[src/shared/ctb_defines.svh]
// register map, field positions, reset values and timing counts of the clock timebase beeper
// Summary of operation
// - wait mode runs normally; interrupt wakes
// - active halt: counter runs, registers frozen
// - full halt freezes counter, registers; wake resumes
// - interrupt needs enable set and mask clear
// - timebase wakes active halt, not full halt
// - clock-out enable puts cpu clock on pin; the code toggles the pin per cpu tick, so it runs at half rate
// - clock output suspended in active halt
// - slow divider: osc over 2,4,8,16
// - slow select picks osc or divided clock
// - timebase period 16000/32000/80000/200000 cycles
// - timebase change applies at period end
// - enable gates interrupt; halt becomes active
// - flag set at period end, read clears
// - tone off, ~2k, ~1k, ~500 Hz square
// - tone runs in active halt; software stops it
// - registers at 002Ch, 002Dh, reset zero
`ifndef CTB_DEFINES_SVH
`define CTB_DEFINES_SVH
`define CTB_IDX_CTRL       8'h2C
`define CTB_IDX_TONE       8'h2D
`define CTB_ADDR_CTRL      8'hB0
`define CTB_ADDR_TONE      8'hB4
`define CTB_CTRL_RESET     8'h00
`define CTB_TONE_RESET     2'h0
`define CTB_BIT_CLKOUT     7
`define CTB_BIT_SLOW_HI    6
`define CTB_BIT_SLOW_LO    5
`define CTB_BIT_SMS        4
`define CTB_BIT_TB_HI      3
`define CTB_BIT_TB_LO      2
`define CTB_BIT_IRQ_EN     1
`define CTB_BIT_FLAG       0
`define CTB_TB_PERIOD0     16000
`define CTB_TB_PERIOD1     32000
`define CTB_TB_PERIOD2     80000
`define CTB_TB_PERIOD3     200000
`define CTB_OSC_HZ         8000000
`define CTB_TONE_HZ0       2000
`define CTB_TONE_HZ1       1000
`define CTB_TONE_HZ2       500
`endif

[src/shared/ctb_pkg.sv]
// types of the clock timebase beeper
package ctb_pkg;
  typedef enum logic [1:0]
  {
    CTB_RUN         = 2'h0,
    CTB_ACTIVE_HALT = 2'h1,
    CTB_FULL_HALT   = 2'h3
  } ctb_power_type;
endpackage

[src/verilog/ctb_top.sv]
// clock prescaler, clock out, timebase counter and beeper with apb registers
//
// Our own choice: the APB register port.
`include "ctb_defines.svh"

module ctb_top #(
  parameter int CNT_W      = 18,
  parameter int TB_PERIOD0 = `CTB_TB_PERIOD0,
  parameter int TB_PERIOD1 = `CTB_TB_PERIOD1,
  parameter int TB_PERIOD2 = `CTB_TB_PERIOD2,
  parameter int TB_PERIOD3 = `CTB_TB_PERIOD3,
  parameter int BEEP_W     = 16,
  parameter int BEEP_HALF0 = `CTB_OSC_HZ / (2 * `CTB_TONE_HZ0),
  parameter int BEEP_HALF1 = `CTB_OSC_HZ / (2 * `CTB_TONE_HZ1),
  parameter int BEEP_HALF2 = `CTB_OSC_HZ / (2 * `CTB_TONE_HZ2)
) (
  input  wire logic        pclk,
  input  wire logic        presetn,
  input  wire logic        psel,
  input  wire logic        penable,
  input  wire logic        pwrite,
  input  wire logic [7:0]  paddr,
  input  wire logic [31:0] pwdata,
  output logic             pready,
  output logic [31:0]      prdata,
  output logic             pslverr,
  input  wire logic        halt_instr,
  input  wire logic        halt_wake,
  input  wire logic        wait_mode,
  input  wire logic        cpu_irq_mask,
  output logic             timebase_irq,
  output logic             cpu_clock_en,
  output logic             active_halt,
  output logic             full_halt,
  output logic             clock_out_sel,
  output logic             clock_out_pin_o,
  output logic             clock_out_pin_oe_n,
  output logic             tone_sel,
  output logic             tone_pin_o,
  output logic             tone_pin_oe_n
);

  ////////////////////////////////////////////////////////////////////////////////
  // parameter checks

  if (TB_PERIOD0 < 2 || TB_PERIOD1 < 2 || TB_PERIOD2 < 2 || TB_PERIOD3 < 2)
  begin : g_tb_min
    $error("timebase periods must be at least 2");
  end
  if (TB_PERIOD3 >= (1 << CNT_W) || TB_PERIOD2 >= (1 << CNT_W))
  begin : g_tb_max
    $error("timebase counter too narrow");
  end
  if (BEEP_HALF0 < 1 || BEEP_HALF2 >= (1 << BEEP_W) || BEEP_HALF1 >= (1 << BEEP_W))
  begin : g_beep
    $error("beep half periods out of range");
  end

  ////////////////////////////////////////////////////////////////////////////////
  // state

  ctb_pkg::ctb_power_type power_q;
  logic                   clk_out_en_q;
  logic [1:0]             slow_sel_q;
  logic                   slow_mode_q;
  logic [1:0]             tb_sel_q;
  logic [1:0]             tb_run_sel_q;
  logic                   irq_en_q;
  logic                   flag_q;
  logic [1:0]             tone_q;
  logic [CNT_W-1:0]       tb_cnt_q;
  logic [3:0]             div_cnt_q;
  logic                   clk_out_q;
  logic [BEEP_W-1:0]      beep_cnt_q;
  logic                   beep_q;
  logic                   pready_q;
  logic [31:0]            prdata_q;
  logic                   pslverr_q;

  logic                   acc_done;
  logic                   wr_ctrl;
  logic                   wr_tone;
  logic                   rd_ctrl;
  logic                   tb_end;
  logic                   tb_wake;
  logic                   counting;
  logic                   cpu_tick;
  logic [CNT_W-1:0]       tb_last;
  logic [BEEP_W-1:0]      beep_last;
  logic [7:0]             ctrl_rd;

  ////////////////////////////////////////////////////////////////////////////////
  // decoding used by the datapath

  function automatic logic [CNT_W-1:0] tb_limit(input logic [1:0] sel);
    case (sel)
      2'h0:    tb_limit = CNT_W'(TB_PERIOD0 - 1);
      2'h1:    tb_limit = CNT_W'(TB_PERIOD1 - 1);
      2'h2:    tb_limit = CNT_W'(TB_PERIOD2 - 1);
      default: tb_limit = CNT_W'(TB_PERIOD3 - 1);
    endcase
  endfunction

  function automatic logic [3:0] div_mask(input logic [1:0] sel);
    case (sel)
      2'h0:    div_mask = 4'h1;
      2'h1:    div_mask = 4'h3;
      2'h2:    div_mask = 4'h7;
      default: div_mask = 4'hF;
    endcase
  endfunction

  function automatic logic [BEEP_W-1:0] beep_limit(input logic [1:0] sel);
    case (sel)
      2'h1:    beep_limit = BEEP_W'(BEEP_HALF0 - 1);
      2'h2:    beep_limit = BEEP_W'(BEEP_HALF1 - 1);
      default: beep_limit = BEEP_W'(BEEP_HALF2 - 1);
    endcase
  endfunction

  ////////////////////////////////////////////////////////////////////////////////
  // apb slave, one wait state so read data comes from a flop

  assign acc_done = psel && penable && pready_q;
  // writes ignored outside run, registers frozen in both halts
  assign wr_ctrl  = acc_done && pwrite && paddr == `CTB_ADDR_CTRL
                    && power_q == ctb_pkg::CTB_RUN;
  assign wr_tone  = acc_done && pwrite && paddr == `CTB_ADDR_TONE
                    && power_q == ctb_pkg::CTB_RUN;
  assign rd_ctrl  = acc_done && !pwrite && paddr == `CTB_ADDR_CTRL
                    && power_q == ctb_pkg::CTB_RUN;

  assign ctrl_rd  = {clk_out_en_q, slow_sel_q, slow_mode_q, tb_sel_q, irq_en_q, flag_q};

  always_ff @(posedge pclk or negedge presetn)
  begin
    if (!presetn)
    begin
      pready_q  <= 1'b0;
      prdata_q  <= 32'h0000_0000;
      pslverr_q <= 1'b0;
    end
    else
    begin
      pready_q <= psel && penable && !pready_q;
      if (psel && penable && !pready_q)
      begin
        pslverr_q <= paddr != `CTB_ADDR_CTRL && paddr != `CTB_ADDR_TONE;
        if (!pwrite && paddr == `CTB_ADDR_CTRL)
          prdata_q <= {24'h00_0000, ctrl_rd};
        else if (!pwrite && paddr == `CTB_ADDR_TONE)
          prdata_q <= {30'h0000_0000, tone_q};
        else
          prdata_q <= 32'h0000_0000;
      end
    end
  end

  assign pready  = pready_q;
  assign prdata  = prdata_q;
  assign pslverr = pslverr_q;

  ////////////////////////////////////////////////////////////////////////////////
  // control register and tone register

  always_ff @(posedge pclk or negedge presetn)
  begin
    if (!presetn)
    begin
      clk_out_en_q <= 1'b0;
      slow_sel_q   <= 2'h0;
      slow_mode_q  <= 1'b0;
      tb_sel_q     <= 2'h0;
      irq_en_q     <= 1'b0;
    end
    else if (wr_ctrl)
    begin
      clk_out_en_q <= pwdata[`CTB_BIT_CLKOUT];
      slow_sel_q   <= pwdata[`CTB_BIT_SLOW_HI:`CTB_BIT_SLOW_LO];
      slow_mode_q  <= pwdata[`CTB_BIT_SMS];
      tb_sel_q     <= pwdata[`CTB_BIT_TB_HI:`CTB_BIT_TB_LO];
      irq_en_q     <= pwdata[`CTB_BIT_IRQ_EN];
    end
  end

  // reserved tone bits are not stored and read as zero
  always_ff @(posedge pclk or negedge presetn)
  begin
    if (!presetn)
      tone_q <= `CTB_TONE_RESET;
    else if (wr_tone)
      tone_q <= pwdata[1:0];
  end

  ////////////////////////////////////////////////////////////////////////////////
  // power state

  // the enabled timebase event wakes active halt, as does halt_wake
  assign tb_wake = tb_end && irq_en_q;

  always_ff @(posedge pclk or negedge presetn)
  begin
    if (!presetn)
      power_q <= ctb_pkg::CTB_RUN;
    else
    begin
      case (power_q)
        ctb_pkg::CTB_RUN:
          if (halt_instr)
            power_q <= irq_en_q ? ctb_pkg::CTB_ACTIVE_HALT : ctb_pkg::CTB_FULL_HALT;
        ctb_pkg::CTB_ACTIVE_HALT:
          if (tb_wake || halt_wake)
            power_q <= ctb_pkg::CTB_RUN;
        ctb_pkg::CTB_FULL_HALT:
          if (halt_wake)
            power_q <= ctb_pkg::CTB_RUN;
        default:
          power_q <= ctb_pkg::CTB_RUN;
      endcase
    end
  end

  assign active_halt = power_q == ctb_pkg::CTB_ACTIVE_HALT;
  assign full_halt   = power_q == ctb_pkg::CTB_FULL_HALT;

  ////////////////////////////////////////////////////////////////////////////////
  // timebase counter and flag

  // wait mode has no effect, so wait_mode is not a gate
  assign counting = power_q != ctb_pkg::CTB_FULL_HALT;
  assign tb_last  = tb_limit(tb_run_sel_q);
  assign tb_end   = counting && tb_cnt_q == tb_last;

  always_ff @(posedge pclk or negedge presetn)
  begin
    if (!presetn)
      tb_cnt_q <= '0;
    else if (tb_end)
      tb_cnt_q <= '0;
    else if (counting)
      tb_cnt_q <= tb_cnt_q + CNT_W'(1);
  end

  // new period taken only at period end
  always_ff @(posedge pclk or negedge presetn)
  begin
    if (!presetn)
      tb_run_sel_q <= 2'h0;
    else if (tb_end)
      tb_run_sel_q <= tb_sel_q;
  end

  // set by period end; set wins over read clear
  always_ff @(posedge pclk or negedge presetn)
  begin
    if (!presetn)
      flag_q <= 1'b0;
    else if (tb_end)
      flag_q <= 1'b1;
    else if (rd_ctrl)
      flag_q <= 1'b0;
  end

  // interrupt gated by enable and cpu mask
  assign timebase_irq = flag_q && irq_en_q && !cpu_irq_mask && !wait_mode_unused_hold();

  function automatic logic wait_mode_unused_hold();
    wait_mode_unused_hold = 1'b0;
  endfunction

  ////////////////////////////////////////////////////////////////////////////////
  // cpu clock prescaler and clock out

  always_ff @(posedge pclk or negedge presetn)
  begin
    if (!presetn)
      div_cnt_q <= 4'h0;
    else if (power_q == ctb_pkg::CTB_RUN)
      div_cnt_q <= div_cnt_q + 4'h1;
  end

  // normal mode ticks every osc cycle
  assign cpu_tick = power_q == ctb_pkg::CTB_RUN && (!slow_mode_q
                    || (div_cnt_q & div_mask(slow_sel_q)) == div_mask(slow_sel_q));
  assign cpu_clock_en = cpu_tick;

  // pin toggles per cpu tick, so it shows the cpu clock at half rate
  always_ff @(posedge pclk or negedge presetn)
  begin
    if (!presetn)
      clk_out_q <= 1'b0;
    else if (!clk_out_en_q)
      clk_out_q <= 1'b0;
    else if (cpu_tick)
      clk_out_q <= !clk_out_q;
  end

  // enable hands pin to clock out
  assign clock_out_sel      = clk_out_en_q;
  assign clock_out_pin_oe_n = !clk_out_en_q;
  assign clock_out_pin_o    = clk_out_q && !active_halt;

  ////////////////////////////////////////////////////////////////////////////////
  // beeper

  assign beep_last = beep_limit(tone_q);

  // keeps running in active halt, frozen only in full halt
  always_ff @(posedge pclk or negedge presetn)
  begin
    if (!presetn)
    begin
      beep_cnt_q <= '0;
      beep_q     <= 1'b0;
    end
    else if (tone_q == 2'h0)
    begin
      beep_cnt_q <= '0;
      beep_q     <= 1'b0;
    end
    else if (counting)
    begin
      if (beep_cnt_q >= beep_last)
      begin
        beep_cnt_q <= '0;
        beep_q     <= !beep_q;
      end
      else
        beep_cnt_q <= beep_cnt_q + BEEP_W'(1);
    end
  end

  assign tone_sel      = tone_q != 2'h0;
  assign tone_pin_oe_n = tone_q == 2'h0;
  assign tone_pin_o    = beep_q;

endmodule

[config.mk]
export PLATFORM = sky130hd
export DESIGN_NAME = ctb_top
export DESIGN_NICKNAME = d
export VERILOG_FILES = /design/src/shared/ctb_pkg.sv /design/src/verilog/ctb_top.sv
export VERILOG_INCLUDE_DIRS = /design/src /design/src/shared
export SDC_FILE = /design/constraint.sdc
export NUM_CORES = 1
export LEC_CHECK = 0
export BUFFER_PORTS_ARGS = -buffer_cell sky130_fd_sc_hd__buf_2
export CELL_PAD_IN_SITES_DETAIL_PLACEMENT = 1
export CELL_PAD_IN_SITES_GLOBAL_PLACEMENT = 1
export CORE_ASPECT_RATIO = 1.75
export CORE_UTILIZATION = 40
export DETAILED_ROUTE_END_ITERATION = 12
export PLACE_DENSITY_LB_ADDON = 0.12
export SKIP_LAST_GASP = 1
export SLEW_MARGIN = 15
export SYNTH_ARGS = -nofsm -noshare
export SYNTH_HDL_FRONTEND = slang
export SYNTH_SLANG_ARGS = --single-unit
export TNS_END_PERCENT = 5
[constraint.sdc]
create_clock -name pclk -period 3.2 [get_ports pclk]
set_input_delay 0.64 -clock pclk [delete_from_list [all_inputs] [get_ports pclk]]
set_output_delay 0.64 -clock pclk [all_outputs]
set_load 0.005 [all_outputs]
== Word level (Yosys, flattened, before mapping) ==
Index checks and enable logic that the tools add are counted.

* Equal/unequal tests: 19
* Bitwise operators: 1
* Add/sub/neg operators: 3
* Reductions and logical operators: 41
* Multiplexer cells: 22
* Magnitude comparators: 1

{| class="wikitable"
|+ Operators by type and width
! operator !! number
|-
| $pmux W18 S3 || 1
|-
| $mux W16 || 3
|-
| $mux W18 || 2
|-
| $mux W32 || 1
|-
| $pmux W13 S2 || 1
|-
| $logic_and A1 B1 Y1 || 20
|-
| $add A18 B1 Y18 const B || 1
|-
| $eq A18 B18 Y1 || 1
|-
| $add A16 B1 Y16 const B || 1
|-
| $eq A8 B8 Y1 const B || 2
|-
| $ge A16 B16 Y1 || 1
|-
| $ne A8 B8 Y1 const B || 2
|-
| $pmux W4 S3 || 1
|-
| $mux W2 || 5
|-
| $reduce_bool A2 Y1 || 5
|-
| $eq A2 B1 Y1 const B || 4
|-
| $eq A2 B2 Y1 const B || 4
|-
| $logic_not A1 Y1 || 8
|-
| $logic_not A2 Y1 || 4
|-
| $ne A2 B2 Y1 const B || 4
|-
| $mux W1 || 7
|-
| $pmux W2 S3 || 1
|-
| $add A4 B1 Y4 const B || 1
|-
| $and A4 B4 Y4 || 1
|-
| 5 further kinds || 6
|}

* Output and inout bits: 44
* Input port bits: 49
* Flip-flop bits (word level): 88

== Depth between registers and ports, before layout ==
* Word-level depth: 8
* Depth in mapped cells: 10

== Worst setup path after synthesis ==
No wires, ideal clock.

* Kind: reg2reg
* Start point: reg tone_q[0]
* End point: reg beep_q, in the netlist tone_pin_o
* Library setup time: 128 ps
* Period minus slack after synthesis: 2354 ps
* Cell stages (with the launch flop): 9
* Data required time: 3072 ps
* Data arrival time: 2226 ps
* Slack: 846 ps
* Path through: dfrtp_1 > inv_1 > ha_1 > ha_1 > a21oi_1 > nand2_1 > a41oi_1 > a21oi_4 > mux2_1

* Cells in the longest elaborated chain, start to end: 5
* Elaborated cells between the ends (all ways): 9

{| class="wikitable"
|+ Ends and longest elaborated chain
! element !! RTL line !! source
|-
| from (decl) || ctb_top.sv:70 || <nowiki>logic [1:0] tone_q;</nowiki>
|-
| from (signal assigned) || ctb_top.sv:190 || <nowiki>tone_q <= `CTB_TONE_RESET;</nowiki>
|-
| from (signal assigned) || ctb_top.sv:192 || <nowiki>tone_q <= pwdata[1:0];</nowiki>
|-
| $eq A2 B2 Y1 or $eq A2 B1 Y1 (tied branches) || ctb_top.sv:114 || <nowiki>case (sel)</nowiki>
|-
| $pmux W13 S2 || ctb_top.sv:114 ||
|-
| $ge A16 B16 Y1 || ctb_top.sv:323 || <nowiki>if (beep_cnt_q >= beep_last)</nowiki>
|-
| $reduce_bool A2 Y1 (no source line) || n/a ||
|-
| $reduce_and A2 Y1 (no source line) || n/a ||
|-
| to (signal assigned) || ctb_top.sv:326 || <nowiki>beep_q <= !beep_q;</nowiki>
|-
| to (decl) || ctb_top.sv:75 || <nowiki>logic beep_q;</nowiki>
|}

Several ways; a longest one is shown, not always the timed one.
A chain may end at the register's enable or synchronous reset.

== Final worst setup path ==
Ends and elaborated chain as after synthesis.

==> flow_summary.yaml <==
floorplanning:
  die_area_mm2: 0.00913
  coreArea_mm2: 0.00837
  dieHeight_um: 126
  fp.dieW_um: 72.7
  io_pins: 93
  initial_utilization_pct: 41.8
  placementRows: 44
critical_path:
  crit_arrival_ps: 2670
  crit_end: "tone_pin_o"
  reg2reg_to: "tone_pin_o"
  worst_path_most_repeated_cell: "ha_1"
  slowest_stage: "or3_1"
  path_max_fanout: 7
  cp-end-kind: "flip-flop"
  critPathLaunch: "tone_q[0]"
  crit_type: "flip-flop to flip-flop"
  path_depth: 7
  cp.required_ps: 3410
  r2r_slack_ps: 740
  crit_chain: "inv_1, ha_1, ha_1, nand3_1, or3_1, a21oi_4, mux2_1"
  worstReg2RegStart: "tone_q[0]"
  crit_path_start_kind: "flip-flop"
  cp.buffers_inverters: 1
  r2r_cells: 7
  slowest_delay_ps: 530
  crit_family: "adder cells"
final_layout:
  layout_commonest_cell: "dfrtp_1"
  regArea_mm2: 0.00160
  layout-drive-gt1-share_pct: 19.3
  antennaDiodeCount: 0
  area_delta_synth_final_pct: 14.7
  stdcell_count: 519
  fillCellCount: 987
  multi_input_area_mm2: 0.00168
  layout.nets: 461
  stdcell_area_mm2: 0.00401
  final_cell_mix: "dfrtp_1 (64), buf_2 (43), nand2_1 (36)"
yosys:
  synthDistinctLibCells: 51
  ys_seq_area_share_pct: 45.8
  synth_top_cell_area_share_pct: 45.8
  synthFlopType: "dfrtp_1"
  yosys_warnings: 0
  synth_edf_count: 0
  synth-async-reset-ratio_pct: 100
  avgSynthCellArea_um2: 9.90
  yosysTopAreaCell: "dfrtp_1"
  syn_inst: 353
  ys_seq_elements: 64
  netlist_top_cells_area: "dfrtp_1 (46%), buf_4 (5.6%), ha_1 (4.3%)"
  netlist_area_mm2: 0.00349
timing:
  setup_tns_ps: 0
  hold_violations: 0
  finalCritPeriodShare_pct: 76.8
  min_period_ps: 2460
  fin_ws_ps: 742
  worst_pin_slew_ps: 795
  rsz0062_at_grt: "no"
  fmax_mhz: 407
  slew_headroom_pct: 46.6
  setup_viol: 0
  fin_worst_skew_ps: 5.17
  timing.hold.ws_ps: 376
  drv_slew: 0
pwr:
  total_leakage_power_nw: 1.87
  internal-power_mw: 1.55
  power.switching_mw: 0.587
  p_sw_share_pct: 27.4
  power.share.sequential_pct: 46.7
  pwr_density_cell_mw_per_mm2: 534
  vdd_drop_max_mv: 0.296
  clkPwrFrac_pct: 39.5
  combPwrFrac_pct: 13.8
place:
  hpwl_mm: 6.04
  io_buffers: 43
  place_area_mm2: 0.00376
  place_ws_ps: 651
  dp.cells: 504
  gp_congestion: 0.771
global_route:
  use_met1_pct: 21.4
  overflow: 0
  grtUsageTotal_pct: 20.1
  antenna_found_initial: 0
  gr-usage-met3_pct: 5.36
  grt_util_met2_pct: 36.6
  grt-busiest-layer: "met2"
  grt_max_degree: 37
  grt_pass1_wl_mm: 13.7
  grt_pass1_vias: 2832
cts:
  cts_buffers: 9
  cts_hold_buf: 0
  cts_resized: 0
  cts_tree: "done"
  root_buffer: "clkbuf_16"
  clock_latency_ps: 330
  cts.sinks: 64
  h-tree-depth: 3
  clockBufferDepth: 2
  path_clk_slew_ps: 50
  post_cts_buffers: 0
routing:
  drt_iter0_markers: 85
  vias_per_cell: 5.07
  dr.pass1.iters: 4
  post_drt_wl_per_cell_um: 15.5
  wirelength_mm: 8.06
  drc: 0
  antenna_left: 0
  via_count: 2630
job:
  drv_cap: 0
status:
  status: "finished clean"
worst_hold_path:
  hold_class: "input pin to async pin"
state kept, by name, indices dropped and copies added (netlist names), 2 cells and up:
| signal | cells |
|---|---|
| power_q | 2 |
| slow_sel_q | 2 |
| div_cnt_q | 4 |
| tb_sel_q | 2 |
| tb_run_sel_q | 2 |
| tb_cnt_q | 18 |
| prdata | 8 |
| beep_cnt_q | 16 |
| tone_q | 2 |
metal layers:
layer  vias to the layer above  share of wire [%]
met5                         -                  0
met4                         0                1.6
met3                         9                2.7
met2                        37                 58
met1                      1314                 38
li1                       1270                  -
cell families after synthesis:
kind of cell,synth area share (%)
compound gates,9.13
simple gates,19.8
buf+inv,8.66
other cells,0.107
mux,4.65
xor+xnor,7.52
fa+ha+maj,4.30
flops,45.8
power by group through the flow:
stage	Combinational, mW	Clock (mW)	Sequential [mW]
finish	0.296	0.844	0.999
global route	0.353	0.904	1.02
CTS	0.304	0.872	0.999
detailed placement	0.301	0	1.01
global placement	0.286	0	1.01
floorplan	0.238	0	0.979
how the worst min path moves through the flow:
| stage | cells past startpoint | startpoint | slack [ps] | endpoint |
|---|---|---|---|---|
| 6_report | 1 | presetn | 380 | prdata[5] |
| 5_1_grt | 1 | presetn | 430 | pready |
| 4_1_cts | 1 | presetn | 390 | pready |
| 3_5_place_dp | 2 | prdata[1] | 470 | prdata[1] |
| 3_3_place_gp | 2 | prdata[0] | 460 | prdata[0] |
| 2_1_floorplan | 0 | presetn | 340 | beep_cnt_q[0] |
worst reg2reg max path, stage by stage (launching register included):
cell,delay [ps]
dfrtp_1,420
inv_1,60
ha_1,340
ha_1,330
nand3_1,90
or3_1,530
a21oi_4,240
mux2_1,330
cells in the mapped netlist (2+ instances only):
library cell	instances
xnor2_1	13
nor2b_1	6
buf_4	26
nand4b_1	2
nand4_1	9
nand2_1	36
a31oi_1	4
nand2b_1	5
nand3_1	16
and2_1	2
o31ai_1	4
o22ai_1	3
inv_1	17
mux2_4	2
xor2_1	17
buf_2	5
nor3_1	6
mux2_2	9
nor4_1	5
or3_1	2
o21ai_0	11
nor2_1	33
ha_1	12
mux2i_1	2
a22o_1	6
and3_1	5
and4_1	2
dfrtp_1	64
a21oi_1	3
clkbuf_1	5
cell type report:
type                       instances  area share, %
clock inverter                     1          0.125
timing repair buffer              49           6.81
multi-input combinational        259           41.8
clock buffer                      14           6.09
tap                              115           3.59
sequential                        64           40.0
inverter                          17           1.59
per-stage QoR:
step	util [%]	power, mW
floorplan	-	1.22
global placement	44.9	1.29
detailed placement	44.9	1.31
CTS	47.9	2.17
global route	47.9	2.28
finish	47.9	2.14
No activity file was read; power rests on OpenSTA's default activity.
